### src/design/gc_cmd_pkg.sv
// constants shared by the general call command decoder
// Overview of operation
// - general call then 0x06: pulse chip soft reset and empty all buffers
// - general call then 0x0E: discard transmit and receive buffer contents
// - general call then 0x0C: next own-address read returns bytes ready count
// - reported available count saturates at 0xFF meaning 255 or more
// - general call then 0x16: next own-address read returns USB state code
// - USB state code: 0 suspended, 1 default, 2 addressed, 3 configured
// - identity is three bytes: 12-bit maker, 9-bit part, 3-bit revision
// - while master acknowledges, identity bytes repeat cyclically
// - after power-on or USB reset, load configuration from nonvolatile store
// - if enabled, pull down bus pins and pin zero during USB suspend
// - by default pin zero is a stay-awake input blocking suspend
// - read of own address with empty transmit buffer and no pending query result gets no acknowledge
package gc_cmd_pkg;
   localparam logic [6:0] GC_ADDR = 7'h00;
   localparam logic [6:0] ID_CMD_ADDR = 7'h3E;
   localparam logic [6:0] DEF_SLAVE_ADDR = 7'h22;
   localparam logic [7:0] CMD_SOFT_RESET = 8'h06;
   localparam logic [7:0] CMD_FLUSH = 8'h0E;
   localparam logic [7:0] CMD_DATA_AVAIL = 8'h0C;
   localparam logic [7:0] CMD_USB_STATE = 8'h16;
   localparam logic [7:0] COUNT_SAT = 8'hFF;
   localparam logic [1:0] USB_SUSPENDED = 2'h0;
   localparam logic [1:0] USB_DEFAULT = 2'h1;
   localparam logic [1:0] USB_ADDRESSED = 2'h2;
   localparam logic [1:0] USB_CONFIGURED = 2'h3;
   localparam logic [1:0] ID_LAST_IDX = 2'h2;
   localparam logic [3:0] BITS_PER_BYTE = 4'h8;
   localparam logic DEF_PULLDOWN_EN = 1'b0;
   localparam logic DEF_KEEP_AWAKE_EN = 1'b1;
   typedef enum {S_IDLE, S_ADDR, S_WR, S_ACK, S_RD, S_RACK} bus_state_t;
   typedef enum {M_NONE, M_GC, M_IDW, M_OWN_W, M_RD_BUF, M_RD_Q, M_RD_ID} mode_t;
endpackage

### src/design/pin_sync.sv
// two-flop synchroniser for pins entering the clock domain
`timescale 1ns/1ps
`default_nettype none
module pin_sync #(
   parameter int W = 1,
   parameter logic [W-1:0] RST_VAL = '1
) (
   input wire logic clk,
   input wire logic arst_n,
   input wire logic [W-1:0] din,
   output logic [W-1:0] dout
);
   logic [W-1:0] meta;
   logic [W-1:0] next_meta;
   logic [W-1:0] next_dout;

   // first stage feeds only the second stage
   always_comb begin
      next_meta = din;
      next_dout = meta;
   end

   always_ff @(posedge clk or negedge arst_n) begin
      if (!arst_n) begin
         meta <= RST_VAL;
         dout <= RST_VAL;
      end else begin
         meta <= next_meta;
         dout <= next_dout;
      end
   end
endmodule
`default_nettype wire

### src/design/gc_cmd_decoder.sv
// i2c slave command decoder: general call commands, identity read, buffer access
`timescale 1ns/1ps
`default_nettype none
module gc_cmd_decoder #(
   parameter int CNT_W = 10,
   parameter logic [11:0] MAKER_CODE = 12'h5A5, // arbitrary value
   parameter logic [8:0] PART_CODE = 9'h0C3, // arbitrary value
   parameter logic [2:0] REV_CODE = 3'h1 // arbitrary value
) (
   input wire logic clk,
   input wire logic arst_n,
   input wire logic scl_in,
   output logic scl_out,
   output logic scl_oe,
   input wire logic sda_in,
   output logic sda_out,
   output logic sda_oe,
   input wire logic config_pin_zero_in,
   output logic config_pin_zero_out,
   output logic config_pin_zero_oe,
   input wire logic [7:0] tx_data,
   input wire logic [CNT_W-1:0] tx_count,
   input wire logic tx_empty,
   output logic tx_pop,
   output logic [7:0] rx_data,
   output logic rx_push,
   input wire logic rx_full,
   output logic flush,
   output logic soft_reset,
   input wire logic [1:0] usb_state,
   input wire logic usb_reset,
   input wire logic power_enable_out_n,
   output logic nv_load_req,
   input wire logic nv_load_done,
   input wire logic [6:0] nv_slave_addr,
   input wire logic nv_pulldown_en,
   input wire logic nv_keep_awake_en,
   output logic stay_awake
);
   if (CNT_W < 8) begin : g_bad_width
      $error("CNT_W must be at least 8");
   end

   ////////////////////////////////////////////////////////////////////////////
   // pin synchronisers and bus edge detection
   logic [2:0] pins_s;
   logic scl_d, sda_d, next_scl_d, next_sda_d;
   pin_sync #(.W(3), .RST_VAL(3'b111)) u_sync (
      .clk(clk),
      .arst_n(arst_n),
      .din({scl_in, sda_in, config_pin_zero_in}),
      .dout(pins_s)
   );
   wire scl_s = pins_s[2];
   wire sda_s = pins_s[1];
   wire pin0_s = pins_s[0];
   wire scl_rise = scl_s & ~scl_d;
   wire scl_fall = ~scl_s & scl_d;
   wire bus_start = scl_s & scl_d & sda_d & ~sda_s;
   wire bus_stop = scl_s & scl_d & ~sda_d & sda_s;

   // saturating available count, used at command time
   function automatic logic [7:0] sat_count(input logic [CNT_W-1:0] c);
      if (c > CNT_W'(gc_cmd_pkg::COUNT_SAT)) return gc_cmd_pkg::COUNT_SAT;
      return c[7:0];
   endfunction

   ////////////////////////////////////////////////////////////////////////////
   // configuration loading, suspend pull-down and stay-awake
   logic [6:0] own_addr, next_own_addr;
   logic pd_en, next_pd_en, keep_en, next_keep_en;
   logic next_nv_load_req, pd_active, next_pd_active, next_stay_awake;

   // reload after reset, usb reset or soft reset; defaults hold until done
   always_comb begin
      next_nv_load_req = usb_reset | soft_reset;
      next_own_addr = own_addr;
      next_pd_en = pd_en;
      next_keep_en = keep_en;
      if (nv_load_done) begin
         next_own_addr = nv_slave_addr;
         next_pd_en = nv_pulldown_en;
         next_keep_en = nv_keep_awake_en;
      end
      next_pd_active = pd_en & power_enable_out_n;
      next_stay_awake = keep_en & ~pin0_s;
   end

   always_ff @(posedge clk or negedge arst_n) begin
      if (!arst_n) begin
         nv_load_req <= 1'b1;
         own_addr <= gc_cmd_pkg::DEF_SLAVE_ADDR;
         pd_en <= gc_cmd_pkg::DEF_PULLDOWN_EN;
         keep_en <= gc_cmd_pkg::DEF_KEEP_AWAKE_EN;
         pd_active <= 1'b0;
         stay_awake <= 1'b0;
      end else begin
         nv_load_req <= next_nv_load_req;
         own_addr <= next_own_addr;
         pd_en <= next_pd_en;
         keep_en <= next_keep_en;
         pd_active <= next_pd_active;
         stay_awake <= next_stay_awake;
      end
   end

   ////////////////////////////////////////////////////////////////////////////
   // bus engine and command decode
   gc_cmd_pkg::bus_state_t state, next_state;
   gc_cmd_pkg::mode_t mode, next_mode;
   logic [3:0] bit_cnt, next_bit_cnt;
   logic [7:0] shift, next_shift, pend_byte, next_pend_byte, next_rx_data;
   logic [1:0] id_idx, next_id_idx;
   logic drive, next_drive, id_armed, next_id_armed, pend_valid, next_pend_valid;
   logic next_tx_pop, next_rx_push, next_flush, next_soft_reset;
   logic byte_in, is_rd, ack;
   logic [6:0] addr7;
   logic [23:0] id_word;
   logic [7:0] load_byte;

   assign id_word = {MAKER_CODE, PART_CODE, REV_CODE};
   assign byte_in = scl_fall & (bit_cnt == gc_cmd_pkg::BITS_PER_BYTE);
   assign addr7 = shift[7:1];
   assign is_rd = shift[0];

   always_comb begin
      next_state = state;
      next_mode = mode;
      next_bit_cnt = bit_cnt;
      next_shift = shift;
      next_pend_byte = pend_byte;
      next_pend_valid = pend_valid;
      next_id_idx = id_idx;
      next_id_armed = id_armed;
      next_drive = drive;
      next_rx_data = rx_data;
      next_tx_pop = 1'b0;
      next_rx_push = 1'b0;
      next_flush = 1'b0;
      next_soft_reset = 1'b0;
      ack = 1'b0;
      load_byte = tx_data;
      case (state)
         gc_cmd_pkg::S_IDLE: begin
         end
         gc_cmd_pkg::S_ADDR, gc_cmd_pkg::S_WR: begin
            if (scl_rise) begin
               next_shift = {shift[6:0], sda_s};
               next_bit_cnt = bit_cnt + 4'h1;
            end
            if (byte_in && state == gc_cmd_pkg::S_ADDR) begin
               if (addr7 == gc_cmd_pkg::GC_ADDR && !is_rd) begin
                  ack = 1'b1;
                  next_mode = gc_cmd_pkg::M_GC;
               end else if (addr7 == gc_cmd_pkg::ID_CMD_ADDR && !is_rd) begin
                  ack = 1'b1;
                  next_mode = gc_cmd_pkg::M_IDW;
               end else if (addr7 == gc_cmd_pkg::ID_CMD_ADDR && id_armed) begin
                  ack = 1'b1;
                  next_mode = gc_cmd_pkg::M_RD_ID;
                  next_id_idx = 2'h0;
               end else if (addr7 == own_addr && !is_rd) begin
                  ack = !rx_full;
                  next_mode = gc_cmd_pkg::M_OWN_W;
               end else if (addr7 == own_addr && pend_valid) begin
                  ack = 1'b1;
                  next_mode = gc_cmd_pkg::M_RD_Q;
               end else if (addr7 == own_addr) begin
                  ack = !tx_empty;
                  next_mode = gc_cmd_pkg::M_RD_BUF;
               end
            end else if (byte_in) begin
               case (mode)
                  gc_cmd_pkg::M_GC: begin
                     ack = 1'b1;
                     next_mode = gc_cmd_pkg::M_NONE;
                     case (shift)
                        gc_cmd_pkg::CMD_SOFT_RESET: begin
                           next_soft_reset = 1'b1;
                           next_flush = 1'b1;
                           next_pend_valid = 1'b0;
                        end
                        gc_cmd_pkg::CMD_FLUSH: next_flush = 1'b1;
                        gc_cmd_pkg::CMD_DATA_AVAIL: begin
                           next_pend_byte = sat_count(tx_count);
                           next_pend_valid = 1'b1;
                        end
                        gc_cmd_pkg::CMD_USB_STATE: begin
                           next_pend_byte = {6'h00, usb_state};
                           next_pend_valid = 1'b1;
                        end
                        default: begin
                        end
                     endcase
                  end
                  gc_cmd_pkg::M_IDW: begin
                     // direction bit of the own address is ignored
                     ack = (addr7 == own_addr);
                     next_id_armed = ack;
                  end
                  gc_cmd_pkg::M_OWN_W: begin
                     ack = !rx_full;
                     next_rx_push = !rx_full;
                     next_rx_data = shift;
                  end
                  default: ack = 1'b0;
               endcase
            end
            if (byte_in) begin
               next_drive = ack;
               next_state = ack ? gc_cmd_pkg::S_ACK : gc_cmd_pkg::S_IDLE;
            end
         end
         gc_cmd_pkg::S_ACK: begin
            // slave drives low through the ninth clock, then hands over
            if (scl_fall) begin
               if (mode == gc_cmd_pkg::M_RD_BUF || mode == gc_cmd_pkg::M_RD_Q ||
                   mode == gc_cmd_pkg::M_RD_ID) begin
                  if (mode == gc_cmd_pkg::M_RD_Q) begin
                     load_byte = pend_byte;
                     next_pend_valid = 1'b0;
                     next_mode = gc_cmd_pkg::M_RD_BUF;
                  end else if (mode == gc_cmd_pkg::M_RD_ID) begin
                     load_byte = id_word[23 - 8 * id_idx -: 8];
                     next_id_idx = (id_idx == gc_cmd_pkg::ID_LAST_IDX) ? 2'h0 : id_idx + 2'h1;
                  end else begin
                     next_tx_pop = !tx_empty;
                  end
                  next_shift = load_byte;
                  next_drive = ~load_byte[7];
                  next_bit_cnt = 4'h1;
                  next_state = gc_cmd_pkg::S_RD;
               end else begin
                  next_drive = 1'b0;
                  next_bit_cnt = 4'h0;
                  next_state = gc_cmd_pkg::S_WR;
               end
            end
         end
         gc_cmd_pkg::S_RD: begin
            if (byte_in) begin
               next_drive = 1'b0;
               next_state = gc_cmd_pkg::S_RACK;
            end else if (scl_fall) begin
               next_shift = {shift[6:0], 1'b1};
               next_drive = ~shift[6];
               next_bit_cnt = bit_cnt + 4'h1;
            end
         end
         gc_cmd_pkg::S_RACK: begin
            // a not-acknowledge from the master ends the read
            if (scl_rise) begin
               next_state = sda_s ? gc_cmd_pkg::S_IDLE : gc_cmd_pkg::S_ACK;
            end
         end
         default: next_state = gc_cmd_pkg::S_IDLE;
      endcase
      // start and stop override any phase; stop drops the identity request
      if (bus_start) begin
         next_state = gc_cmd_pkg::S_ADDR;
         next_bit_cnt = 4'h0;
         next_drive = 1'b0;
      end else if (bus_stop) begin
         next_state = gc_cmd_pkg::S_IDLE;
         next_drive = 1'b0;
         next_id_armed = 1'b0;
      end
   end

   always_ff @(posedge clk or negedge arst_n) begin
      if (!arst_n) begin
         scl_d <= 1'b1;
         sda_d <= 1'b1;
         state <= gc_cmd_pkg::S_IDLE;
         mode <= gc_cmd_pkg::M_NONE;
         bit_cnt <= 4'h0;
         shift <= 8'h00;
         pend_byte <= 8'h00;
         pend_valid <= 1'b0;
         id_idx <= 2'h0;
         id_armed <= 1'b0;
         drive <= 1'b0;
         rx_data <= 8'h00;
         tx_pop <= 1'b0;
         rx_push <= 1'b0;
         flush <= 1'b0;
         soft_reset <= 1'b0;
      end else begin
         scl_d <= next_scl_d;
         sda_d <= next_sda_d;
         state <= next_state;
         mode <= next_mode;
         bit_cnt <= next_bit_cnt;
         shift <= next_shift;
         pend_byte <= next_pend_byte;
         pend_valid <= next_pend_valid;
         id_idx <= next_id_idx;
         id_armed <= next_id_armed;
         drive <= next_drive;
         rx_data <= next_rx_data;
         tx_pop <= next_tx_pop;
         rx_push <= next_rx_push;
         flush <= next_flush;
         soft_reset <= next_soft_reset;
      end
   end

   assign next_scl_d = scl_s;
   assign next_sda_d = sda_s;

   // open-drain pins only ever pull low; suspend pull-down overrides
   assign scl_out = 1'b0;
   assign sda_out = 1'b0;
   assign config_pin_zero_out = 1'b0;
   assign scl_oe = pd_active;
   assign sda_oe = drive | pd_active;
   assign config_pin_zero_oe = pd_active;

   ////////////////////////////////////////////////////////////////////////////
   // assertions and covers
   wire gc_cmd = byte_in && state == gc_cmd_pkg::S_WR && mode == gc_cmd_pkg::M_GC;
   wire q_load = state == gc_cmd_pkg::S_ACK && scl_fall && mode == gc_cmd_pkg::M_RD_Q;
   wire id_load = state == gc_cmd_pkg::S_ACK && scl_fall && mode == gc_cmd_pkg::M_RD_ID;

   a_soft_reset_flush: assert property (@(posedge clk) disable iff (!arst_n)
      gc_cmd && shift == gc_cmd_pkg::CMD_SOFT_RESET && !bus_start && !bus_stop |=> soft_reset && flush)
      else $error("soft reset command did not reset and flush");
   a_flush_cmd: assert property (@(posedge clk) disable iff (!arst_n)
      flush |-> $past(gc_cmd) && ($past(shift) == gc_cmd_pkg::CMD_FLUSH ||
                                  $past(shift) == gc_cmd_pkg::CMD_SOFT_RESET))
      else $error("flush without flush command");
   a_count_saturate: assert property (@(posedge clk) disable iff (!arst_n)
      gc_cmd && shift == gc_cmd_pkg::CMD_DATA_AVAIL && tx_count > CNT_W'(gc_cmd_pkg::COUNT_SAT)
      |=> pend_valid && pend_byte == 8'hFF)
      else $error("available count not saturated");
   a_usb_state_code: assert property (@(posedge clk) disable iff (!arst_n)
      gc_cmd && shift == gc_cmd_pkg::CMD_USB_STATE |=> pend_byte == {6'h00, $past(usb_state)})
      else $error("usb state byte wrong");
   a_id_wrap: assert property (@(posedge clk) disable iff (!arst_n)
      id_load && id_idx == 2'h2 && !bus_start && !bus_stop |=> id_idx == 2'h0 && shift == {PART_CODE[4:0], REV_CODE})
      else $error("identity index did not wrap");
   a_id_first_byte: assert property (@(posedge clk) disable iff (!arst_n)
      id_load && id_idx == 2'h0 && !bus_start && !bus_stop |=> shift == MAKER_CODE[11:4] ##1 drive == ~shift[7])
      else $error("identity first byte wrong");
   a_empty_nack: assert property (@(posedge clk) disable iff (!arst_n)
      byte_in && state == gc_cmd_pkg::S_ADDR && addr7 == own_addr && is_rd && tx_empty && !pend_valid
      && !bus_start && !bus_stop |=> !drive && state == gc_cmd_pkg::S_IDLE)
      else $error("empty buffer read was acknowledged");
   a_query_once: assert property (@(posedge clk) disable iff (!arst_n)
      q_load && !bus_start && !bus_stop |=> !pend_valid && mode == gc_cmd_pkg::M_RD_BUF)
      else $error("query result not consumed");
   a_nv_reload: assert property (@(posedge clk) disable iff (!arst_n)
      usb_reset |=> nv_load_req)
      else $error("no configuration reload after usb reset");
   a_addr_from_nv: assert property (@(posedge clk) disable iff (!arst_n)
      nv_load_done |=> own_addr == $past(nv_slave_addr))
      else $error("slave address not taken from configuration");
   a_suspend_pull: assert property (@(posedge clk) disable iff (!arst_n)
      pd_en && power_enable_out_n |=> scl_oe && sda_oe && config_pin_zero_oe)
      else $error("pins not pulled down in suspend");
   a_stay_awake: assert property (@(posedge clk) disable iff (!arst_n)
      keep_en && !pin0_s |=> stay_awake)
      else $error("stay awake input ignored");

   c_flush: cover property (@(posedge clk) disable iff (!arst_n) flush);
   c_query_read: cover property (@(posedge clk) disable iff (!arst_n) q_load);
   c_id_wrap: cover property (@(posedge clk) disable iff (!arst_n) id_load && id_idx == 2'h2);
   c_buf_pop: cover property (@(posedge clk) disable iff (!arst_n) tx_pop);
endmodule
`default_nettype wire

### config.mk
export PLATFORM = sky130hd
export DESIGN_NAME = gc_cmd_decoder
export DESIGN_NICKNAME = d
export VERILOG_FILES = /design/src/design/gc_cmd_pkg.sv /design/src/design/pin_sync.sv /design/src/design/gc_cmd_decoder.sv
export SDC_FILE = /design/constraint.sdc
export NUM_CORES = 1
export LEC_CHECK = 0
export BUFFER_PORTS_ARGS = -buffer_cell sky130_fd_sc_hd__buf_2
export CAP_MARGIN = 20
export CORE_UTILIZATION = 25
export CTS_CLUSTER_DIAMETER = 100
export DETAILED_ROUTE_END_ITERATION = 10
export PLACE_DENSITY = 0.42
export SLEW_MARGIN = 20
export SYNTH_ARGS = -nofsm -noshare
export SYNTH_HDL_FRONTEND = slang
export SYNTH_SLANG_ARGS = --single-unit
### constraint.sdc
create_clock -name clk -period 2.3 [get_ports clk]
set_input_delay 0.46 -clock clk [delete_from_list [all_inputs] [get_ports clk]]
set_output_delay 0.46 -clock clk [all_outputs]
set_load 0.05 [all_outputs]
After elaboration in Yosys (flattened, before gate mapping):

Index checks and enable logic that the tools add are counted.

* register bits after elaboration: 121
* input port bits: 39
* output and inout port bits: 20
* logic and storage cells: 239

* add/sub/neg operators: 3
* $lt $le $gt $ge: 1
* equality and inequality tests: 49
* shift operators: 1
* mux-type cells: 111
* bitwise gates (word level): 20
* reduce and logical (&&, ||, !) cells: 30

Operators by type and width (number)
* $mux W32: 18
* $eq A32 B2 Y1 const B: 5
* $pmux W32 S5: 1
* $eq A32 B4 Y1 const B: 3
* $mux W8: 12
* $eq A32 B1 Y1 const B: 2
* $eq A32 B3 Y1 const B: 2
* $pmux W32 S2: 1
* $mux W1: 54
* $shiftx A31 B33 Y8 const A: 1
* $logic_not A32 Y1: 1
* $ne A2 B2 Y1 const B: 14
* $pmux W8 S3: 1
* $mux W2: 11
* $mux W4: 5
* $ne A3 B3 Y1 const B: 6
* $eq A8 B4 Y1 const B: 2
* $ne A4 B4 Y1 const B: 4
* $pmux W8 S2: 1
* $reduce_and A5 Y1: 3
* $pmux W4 S3: 1
* $and A1 B1 Y1: 10
* $gt A10 B8 Y1 const B: 1
* $reduce_and A9 Y1: 1
* 32 further kinds: 55

Logic depth before layout (Yosys ltp):

Gate-level depths: netlist of run 1.

* word-level depth: 14
* depth in mapped cells: 9
* mapped depth without buffers: 8

Hierarchy:

Synthesis of run 1 repeated with hierarchy kept, for this count alone.

* cell total of the unflattened synthesis: 358
* area total of the unflattened synthesis: 3517.1 µm²

Modules (own cells, without submodules)
* gc_cmd_decoder: times used 1, cells each 352, area each 3359.5 µm², seq. area each 1433.9 µm²
* pin_sync: times used 1, cells each 6, area each 157.7 µm², seq. area each 157.7 µm²

Least setup slack after synthesis of run 1:

No wires, ideal clock.

* path type: register -> register
* start point: reg bit_cnt[0]
* end point: reg pend_byte[0]
* library setup time: 0.125 ns
* arrival: 1.827 ns
* required time: 2.175 ns
* slack: 0.348 ns
* cell stages (with the launch flop): 9
* buffers on the path: 0
* clock period less this slack: 1.952 ns
* cell sequence: dfrtp_1 inv_1 ha_1 and3b_1 nand2_4 nor3_4 nand3_2 nor2_8 mux2_4

* cells in the longest elaborated chain, start to end: 5

RTL lines
* from (decl): RTL line gc_cmd_decoder.sv:111 `logic [3:0] bit_cnt, next_bit_cnt;`
* from (signal assigned): RTL line gc_cmd_decoder.sv:293 `bit_cnt <= next_bit_cnt;`
* $eq A4 B4 Y1 *: RTL line gc_cmd_decoder.sv:122 `assign byte_in = scl_fall & (bit_cnt == gc_cmd_pkg::BITS_PER_BYTE);`
* $and A1 B1 Y1 *: RTL line gc_cmd_decoder.sv:122
* $logic_and A1 B1 Y1: RTL line gc_cmd_decoder.sv:151 `if (byte_in && state == gc_cmd_pkg::S_ADDR) begin`
* $not A1 Y1 (no line)
* $reduce_and A5 Y1 (no line) *
* to (signal assigned): RTL line gc_cmd_decoder.sv:295 `pend_byte <= next_pend_byte;`
* to (decl): RTL line gc_cmd_decoder.sv:112 `logic [7:0] shift, next_shift, pend_byte, next_pend_byte, next_rx_data;`

Every way passes the cells marked *; elsewhere a longest branch is shown, timed or not.
A chain may end at the register's enable or synchronous reset.

Worst setup path in the final report of run 1:

Same ends and word-level chain as after synthesis.

==> run summary, run 1 <==
The run finished with clean final reports. The initial antenna violation count came out at 0. The via density per instance came out at 4.68. The H-tree was split into 3 levels. By area the synthesized netlist is led by sky130_fd_sc_hd__dfrtp_1, sky130_fd_sc_hd__dfstp_2, sky130_fd_sc_hd__mux2_2. The TritonCTS sink count is 63. The buffer count from post-CTS setup fixing came out at 0.

The number of gates given a new drive strength after cts is 0. The hold-fix buffer count after cts is 0. The kind of critical path is reg2reg. The DRC violation count after routing is 0. The post-route clock period utilization came out at 92.6%. The wire length reported by the detailed router came out at 8.98 mm. The flop and latch count out of synthesis is 63. The count of nets left with antenna violations once routing finished came out at 0. For this run, the number of Yosys warnings is 0. The leakage power of the design is 0.00207 uW.

The area of the mapped netlist came out at 3560 sq um. The worst setup path is launched from a flip-flop. The hold violation count in the final report is 0. Of all cell types, the one taking the most synthesized area is sky130_fd_sc_hd__dfrtp_1.

The worst slew slack as a fraction of its limit is 62.8%. The largest fanout on the critical path came out at 8. The leftover overflow at the end of global routing is 0. The total routing resource utilization after global routing came out at 13.4%.

The worst voltage drop across the vdd grid is 271 uV. The switching fraction of total power came out at 30.1%. The endpoint class of the critical path is a flip-flop. The die extent in y is 121 um.

Summing the areas of all compound-gate instances in the mapped netlist gives 16.8% of the synthesized area. The number of pins with negative max-slew slack in the final report is 0. The share of flip-flops with an asynchronous set or reset after synthesis is 100%.

STA puts the critical path data arrival time at 2.35 ns. The maximum number of pins on one net before global-route repair came out at 25. The clock power share came out at 41.4%. The setup TNS after final layout is 0 ns. During placement, the flow inserted port buffers numbering 55.

Based on the critical path, the design can be clocked at up to 469 MHz. The final routed wire length divided by cell count is 14.9 um. The final net count is 457. Setup violations remaining at the end of the flow were counted as 0. The share of post-route cells with drive strength above 1 came out at 31.8%.

The first global-routing pass estimated 14.9 mm of wire. Summing all multi-input logic gate instances after layout gives 1810 sq um. The clock passes through at most 2 buffers. The placed wire-length estimate after detailed placement is 6.89 mm. The number of cells produced by synthesis is 354.

Yosys mapped a number of flops with a built-in enable equal to 0. Pin placement for this block handled 59 I/O pins. The total power consumption of the routed design is 3780 uW.

The share of total power in combinational logic came out at 20.6%. The switching power is 1140 uW. The power per standard cell area is 854 nW/um^2. The initial utilization of the core area, before any placement, comes to 25.7%.

The path class of the tightest hold or removal check is in2async. The TritonCTS clock tree is yes. The xor/xnor cell area share of the yosys netlist came out at 1.97%. The post-layout minimum cycle time came out at 2.13 ns. Clock-pin slew was measured on the worst setup and hold paths at 0.06 ns. The count of maximum capacitance violations is 0. The internal power summed over all cells is 2640 uW. After synthesis, the largest family of logic cells by area is simple AND/OR/NAND/NOR gates. The clock latency of the later-clocked register in the worst-skew pair came out at 0.34 ns. The number of distinct library cells after synthesis is 72. The total area inside the core boundary comes to 13,900 sq um.

After synthesis, the mean cell area works out to 10.1 sq um. The layout overhead on the synthesized area is 24.3%. The via count of the first global-routing pass came to 2,829.

The top cell type by area accounts for 35.8% of the synthesized area. Setup repair after global routing left no endpoint under its margin. The buffer cell driving the clock tree root is sky130_fd_sc_hd__clkbuf_16. Among all flip-flop cells after synthesis, the most frequent one is sky130_fd_sc_hd__dfrtp_1. The data required time of the worst path is 2.52 ns. The power share of the sequential group is 38.0%. The site row count is 43. Of the total synthesized cell area, the portion taken by AND, OR, NAND and NOR gates is 21.2%.

The area occupied by registers came out at 1590 sq um. The die is 121 um wide. The number of antenna diodes in the final layout is 0.

The post-synthesis share of cell area spent on full adders, half adders and majority gates came out at 0.702%. The filler cell count came out at 1,480. The number of clock buffers added by TritonCTS is 9. The final weighted congestion in routability-driven placement came out at 0.791.

The violation count after the first detailed-route iteration came out at 78. The mux contribution to synthesized area came out at 9.69%. After synthesis, flip-flops and latches occupy 44.7% of the total area.

The transition at the pin with the smallest max-transition slack is 0.558 ns. For this block, the via count after detailed routing is 2,812. The clock skew after layout came out at 0.00783 ns.

The first-pass iteration count of the detailed router came out at 4. The floorplan step defined a die boundary enclosing 14,700 sq um.
-- layout by cell type (no fill, tap or decap), drive strengths merged, types with 9 or more instances in the layout --
master	instances
a21oi	19
buf	72
clkbuf	9
dfrtp	51
dfstp	12
inv	14
mux2	22
mux2i	9
nand2	31
nand3	11
nor2	24
nor3	10
o21ai	22
-- cell type report --
class                           instances  share of cell area (%)
Multi-Input combinational cell        258                    40.8
Sequential cell                        63                    36.0
Timing Repair Buffer                   72                    9.38
Clock buffer                            9                    5.09
Tap cell                              180                    5.09
Clock inverter                          7                    2.66
Inverter                               12                    1.02
-- worst paths after layout --
| kind | start | cells past startpoint | endpoint | slack [ns] |
|---|---|---|---|---|
| worst min register to register | u_sync.meta[1]$_DFF_PN1_ | 0 | u_sync.dout[1]$_DFF_PN1_ | 0.35 |
| min in group clk | config_pin_zero_in | 1 | u_sync.meta[0]$_DFF_PN1_ | 0.22 |
| worst max register to register | bit_cnt[0]$_DFFE_PN0P_ | 8 | pend_byte[0]$_DFFE_PN0P_ | 0.17 |
| worst min-delay path | arst_n | 1 | bit_cnt[1]$_DFFE_PN0P_ | 0.12 |
| max in group asynchronous | arst_n | 2 | keep_en$_DFFE_PN1P_ | 1.45 |
| worst max-delay path | bit_cnt[0]$_DFFE_PN0P_ | 8 | pend_byte[0]$_DFFE_PN0P_ | 0.17 |
-- cells by family after synthesis --
| family | count (synthesis) |
|---|---|
| adders and majority gates | 2 |
| other | 1 |
| AOI/OAI and AO/OA | 87 |
| xor gates and xnor gates | 8 |
| buffers and inverters | 35 |
| and+or+nand+nor | 127 |
| muxes | 31 |
| DFF | 63 |
-- cells in the mapped netlist (7+ instances only) --
| master | number |
|---|---|
| sky130_fd_sc_hd__a21oi_1 | 18 |
| sky130_fd_sc_hd__nand3_1 | 10 |
| sky130_fd_sc_hd__o21ai_0 | 20 |
| sky130_fd_sc_hd__clkbuf_1 | 7 |
| sky130_fd_sc_hd__inv_1 | 11 |
| sky130_fd_sc_hd__dfrtp_1 | 51 |
| sky130_fd_sc_hd__nor3_1 | 9 |
| sky130_fd_sc_hd__nor2b_1 | 8 |
| sky130_fd_sc_hd__nand2_1 | 30 |
| sky130_fd_sc_hd__buf_2 | 7 |
| sky130_fd_sc_hd__a211oi_1 | 7 |
| sky130_fd_sc_hd__mux2_1 | 8 |
| sky130_fd_sc_hd__nor2_1 | 22 |
| sky130_fd_sc_hd__mux2_2 | 12 |
| sky130_fd_sc_hd__dfstp_2 | 12 |
| sky130_fd_sc_hd__buf_4 | 8 |
| sky130_fd_sc_hd__mux2i_1 | 9 |
-- power by group through the flow --
stage	clock (uW)	combinational, uW	sequential (uW)
final	1560	780	1440
after global routing	1660	877	1470
after CTS	1610	785	1440
after detailed placement	0	782	1460
after global placement	0	785	1460
after floorplan	0	613	1370
-- critical path, cell delays in order (launching register included) --
cell and delay, ns:
sky130_fd_sc_hd__dfrtp_1 0.43, sky130_fd_sc_hd__inv_1 0.08, sky130_fd_sc_hd__ha_1 0.19, sky130_fd_sc_hd__and3b_1 0.28
sky130_fd_sc_hd__nand2_4 0.10, sky130_fd_sc_hd__nor3_4 0.21, sky130_fd_sc_hd__nand3_2 0.17, sky130_fd_sc_hd__nor2_8 0.24
sky130_fd_sc_hd__mux2_4 0.32
-- routing by layer --
| layer | track usage [%] | vias to the layer above | routed length [um] |
|---|---|---|---|
| met5 | 0 | - | 0 |
| met4 | 5.56 | 0 | 150 |
| met3 | 3.95 | 11 | 420 |
| met2 | 19.6 | 63 | 3930 |
| met1 | 18.3 | 1350 | 4480 |
| li1 | - | 1388 | - |
-- sequential cells by signal (all words and copies together) (netlist names), 2 cells and up --
register / flops
id_idx: 2
shift: 8
mode: 3
state: 3
bit_cnt: 4
u_sync.meta: 3
pend_byte: 8
rx_data: 8
own_addr: 7
u_sync.dout: 3
-- through the flow --
step / area (sq um) / setup slack (ns) / hold slack, ns / instances / util, %
final: 4430 / 0.170 / 0.117 / 601 / 31.9
after global placement: 4080 / 0.162 / 0.346 / 585 / 29.4
after CTS: 4430 / 0.125 / 0.131 / 601 / 31.9
after detailed placement: 4080 / 0.137 / 0.347 / 585 / 29.4
after floorplan: 3570 / 0.348 / 0.164 / 356 / -
after global routing: 4430 / 0.0231 / 0.152 / 601 / 31.9
Power figures use the tool's default switching activity.
==> run 2, diff against run 1 <==
--- a/config.mk
+++ b/config.mk
@@ -5,6 +5,7 @@
 export SDC_FILE = /design/constraint.sdc
 export NUM_CORES = 1
 export LEC_CHECK = 0
+export ABC_AREA = 1
 export BUFFER_PORTS_ARGS = -buffer_cell sky130_fd_sc_hd__buf_2
 export CAP_MARGIN = 20
 export CORE_UTILIZATION = 25
==> run summary, run 2 <==
The share of the core filled with cells in the final layout came out at 32.3% (was 31.9%). The number of pins with negative max-slew slack in the final report was 0 (unchanged). The via count of the first global-routing pass was 2,812 (was 2,829).

The initial core utilization came out at 25.9% (was 25.7%). The count of vias placed by the detailed router is 2,914 (was 2,812). The achievable clock frequency is 480 MHz (was 469 MHz). The wire length of the first global-routing pass is 14.3 mm (was 14.9 mm).

The area occupied by registers is 1590 sq um (unchanged). The buffer count from post-CTS setup fixing came out at 0 (unchanged). The area of the core came out at 12,700 sq um (was 13,900 sq um). Leading cell types in the layout, fill and taps excluded: sky130_fd_sc_hd__nand2_1, sky130_fd_sc_hd__buf_2, sky130_fd_sc_hd__dfrtp_1 (was sky130_fd_sc_hd__buf_2, sky130_fd_sc_hd__dfrtp_1, sky130_fd_sc_hd__nand2_1). The via density per instance is 4.50 (was 4.68). The width of the chip is 117 um (was 121 um). Main area contributors after synthesis: sky130_fd_sc_hd__dfrtp_1, sky130_fd_sc_hd__nand2_1, sky130_fd_sc_hd__dfstp_2 (was sky130_fd_sc_hd__dfrtp_1, sky130_fd_sc_hd__dfstp_2, sky130_fd_sc_hd__mux2_2). The most frequent standard cell in the layout excluding fill and tap cells is sky130_fd_sc_hd__nand2_1 (was sky130_fd_sc_hd__buf_2).

The worst voltage drop across the vdd grid came out at 438 uV (was 271 uV). The flip-flop cell with the highest count after synthesis is sky130_fd_sc_hd__dfrtp_1 (unchanged). The endpoint class of the critical path is a flip-flop (unchanged). The worst path arrival time came out at 2.29 ns (was 2.35 ns). The post-layout instance count excluding filler cells is 648 (was 601). The type of origin of the critical path was a flip-flop (unchanged). The startpoint of the most critical register-to-register path is shift[6]$_DFFE_PN0P_ (was bit_cnt[0]$_DFFE_PN0P_). The filler cell count is 1,387 (was 1,480). The hold violation count in the final report came out at 0 (unchanged). The die extent in y was 117 um (was 121 um). The DRC violation count after routing came out at 0 (unchanged). The share of flip-flops with an asynchronous set or reset after synthesis came out at 100% (unchanged). The share of post-route cells with drive strength above 1 is 25.2% (was 31.8%). The power per standard cell area is 947 nW/um^2 (was 854 nW/um^2). The layout overhead on the synthesized area came out at 24.6% (was 24.3%). The hold-fix buffer count after cts came out at 0 (unchanged). The maximum level of the CTS H-tree was 3 (unchanged). The first-pass iteration count of the detailed router is 4 (unchanged). The clock latency of the later-clocked register in the worst-skew pair is 0.33 ns (was 0.34 ns).

The total of warnings raised by yosys is 0 (unchanged). The multi-input gate area in the final layout came out at 1460 sq um (was 1810 sq um). Top flop regs: pend_byte: 8 flops, rx_data: 8 flops, shift: 8 flops (unchanged). The largest area contributor in the synthesized netlist is sky130_fd_sc_hd__dfrtp_1 (unchanged). The number of antenna repair diodes came out at 0 (unchanged). Most frequent cells after synthesis: sky130_fd_sc_hd__nand2_1, sky130_fd_sc_hd__dfrtp_1, sky130_fd_sc_hd__o21ai_0, sky130_fd_sc_hd__inv_1, sky130_fd_sc_hd__nor2_1 (was sky130_fd_sc_hd__dfrtp_1, sky130_fd_sc_hd__nand2_1, sky130_fd_sc_hd__nor2_1, sky130_fd_sc_hd__o21ai_0, sky130_fd_sc_hd__a21oi_1). The maximum number of pins on one net before global-route repair is 64 (was 25).

The count of buffers from port buffering was 55 (unchanged). The data required time of the worst path is 2.51 ns (was 2.52 ns). The buffer cell driving the clock tree root is sky130_fd_sc_hd__clkbuf_16 (unchanged).

The initial antenna violation count came out at 0 (unchanged). The number of gates given a new drive strength after cts is 0 (unchanged). The clock skew after layout came out at 0.00506 ns (was 0.00783 ns). The leftover overflow at the end of global routing is 0 (unchanged). The destination of the worst register-to-register timing path is pend_byte[3]$_DFFE_PN0P_ (was pend_byte[0]$_DFFE_PN0P_). The setup TNS after final layout came out at 0 ns (unchanged).

The number of distinct library cells after synthesis came out at 39 (was 72). The kind of critical path is reg2reg (unchanged). Run status: complete, no violations (unchanged). The flop and latch count out of synthesis came out at 63 (unchanged). The worst hold-check path type is in2async (unchanged). The count of maximum capacitance violations is 0 (unchanged). The post-layout minimum cycle time is 2.08 ns (was 2.13 ns). The final weighted congestion in routability-driven placement came out at 0.805 (was 0.791).

The final routed wire length divided by cell count came out at 13.5 um (was 14.9 um). The residual antenna-violating net count after detailed routing came out at 0 (unchanged). The post-route clock period utilization came out at 90.5% (was 92.6%). The TritonCTS sink count is 63 (unchanged).

The leakage power of the design came out at 0.00199 uW (was 0.00207 uW). The worst-case clock buffer depth came to 2 (unchanged). The total routing resource utilization after global routing is 14.2% (was 13.4%).

The wire length reported by the detailed router is 8.72 mm (was 8.98 mm). The sequential fraction of the synthesis area came out at 48.3% (was 44.7%). RSZ-0062 raised after global routing: false (unchanged). The number of cells produced by synthesis is 406 (was 354). The final non-filler cell area came out at 4110 sq um (was 4430 sq um). The worst-case reg-to-reg path depth is 7 (was 8). The placed wire-length estimate after detailed placement is 6.73 mm (was 6.89 mm). The synthesized area per cell came out at 8.12 sq um (was 10.1 sq um). The standard cell area after detailed placement is 3810 sq um (was 4080 sq um). The TritonCTS clock tree is yes (unchanged).

The number of enable flip-flop cells after synthesis is 0 (unchanged). The smallest hold slack is 0.144 ns (was 0.117 ns). The largest fanout on the critical path is 16 (was 8).

The fraction of post-synthesis cell area in the top cell type by area is 38.7% (was 35.8%). The top-level port count came to 59 (unchanged). The final net count was 512 (was 457).

The violation count after the first detailed-route iteration is 197 (was 78). The site row count is 41 (was 43). The area of the mapped netlist is 3300 sq um (was 3560 sq um).

The overall die area is 13,700 sq um (was 14,700 sq um). The clock slew seen by the registers of the worst setup and hold paths came to 0.05 ns (was 0.06 ns). The final-report setup violation count is 0 (unchanged). The reg2reg setup slack is 0.22 ns (was 0.17 ns).

The most numerous cell in the Yosys netlist is sky130_fd_sc_hd__nand2_1 (was sky130_fd_sc_hd__dfrtp_1). The instance count after placement with tap cells included is 632 (was 585). The number of buffers created by CTS came out at 9 (unchanged).
run 2: layout make-up:
| class | instances | area share [%] |
|---|---|---|
| well taps | 172 | 5.24 |
| repair buffers | 65 | 8.84 |
| clock buffers | 10 | 5.82 |
| multi-input cells | 285 | 35.6 |
| flip-flops and latches | 63 | 38.8 |
| clock inverters | 6 | 1.46 |
| inverters | 47 | 4.30 |
run 2: per-stage QoR:
stage,power [uW],setup slack (ns)
floorplan,2230,0.661
global placement,2560,0.232
detailed placement,2560,0.213
CTS,3960,0.192
global route,4160,0.0121
finish,3890,0.218
run 2: how the worst max path moves through the flow:
stage	start	end	slack (ns)	cells past startpoint
finish	shift[6]$_DFFE_PN0P_	pend_byte[3]$_DFFE_PN0P_	0.22	7
global route	shift[6]$_DFFE_PN0P_	pend_byte[4]$_DFFE_PN0P_	0.01	6
CTS	shift[6]$_DFFE_PN0P_	pend_byte[0]$_DFFE_PN0P_	0.19	7
detailed placement	shift[6]$_DFFE_PN0P_	pend_byte[0]$_DFFE_PN0P_	0.21	7
floorplan	scl_d$_DFF_PN1_	state[1]$_DFFE_PN0P_	0.66	11
global placement	shift[6]$_DFFE_PN0P_	pend_byte[6]$_DFFE_PN0P_	0.23	7
run 2: where the power goes:
part           internal [uW]  switching, uW
registers               1280            136
logic                    396            730
clock network            861            491
total                   2530           1360
run 2: cells by family (layout without fill, tap and decap cells):
group | after synthesis | count (layout) | share of synthesized area, %
flops | 63 | 63 | 48.3
mux | 6 | 6 | 2.05
xor+xnor | 7 | 7 | 1.86
other cells | 1 | 3 | 0.114
fa+ha+maj | 2 | 2 | 0.759
simple gates | 180 | 180 | 25.0
buf+inv | 60 | 128 | 7.63
compound gates | 87 | 87 | 14.3
run 2: critical path: stages, from the launching register on:
cell and delay (ns):
sky130_fd_sc_hd__dfrtp_1 0.45, sky130_fd_sc_hd__inv_1 0.19, sky130_fd_sc_hd__nand3_1 0.12, sky130_fd_sc_hd__or3_1 0.53, sky130_fd_sc_hd__nand2_1 0.18, sky130_fd_sc_hd__nand3_2 0.26, sky130_fd_sc_hd__nand2_1 0.14, sky130_fd_sc_hd__o21ai_0 0.08
run 2: layer usage:
| layer | global-route usage, % | share of wire, % | wire (um) |
|---|---|---|---|
| met1 | 19.5 | 51 | 4450 |
| met2 | 20.4 | 43 | 3740 |
| met3 | 4.69 | 4.9 | 429 |
| met4 | 5.91 | 1.2 | 104 |
| met5 | 0 | 0 | 0 |
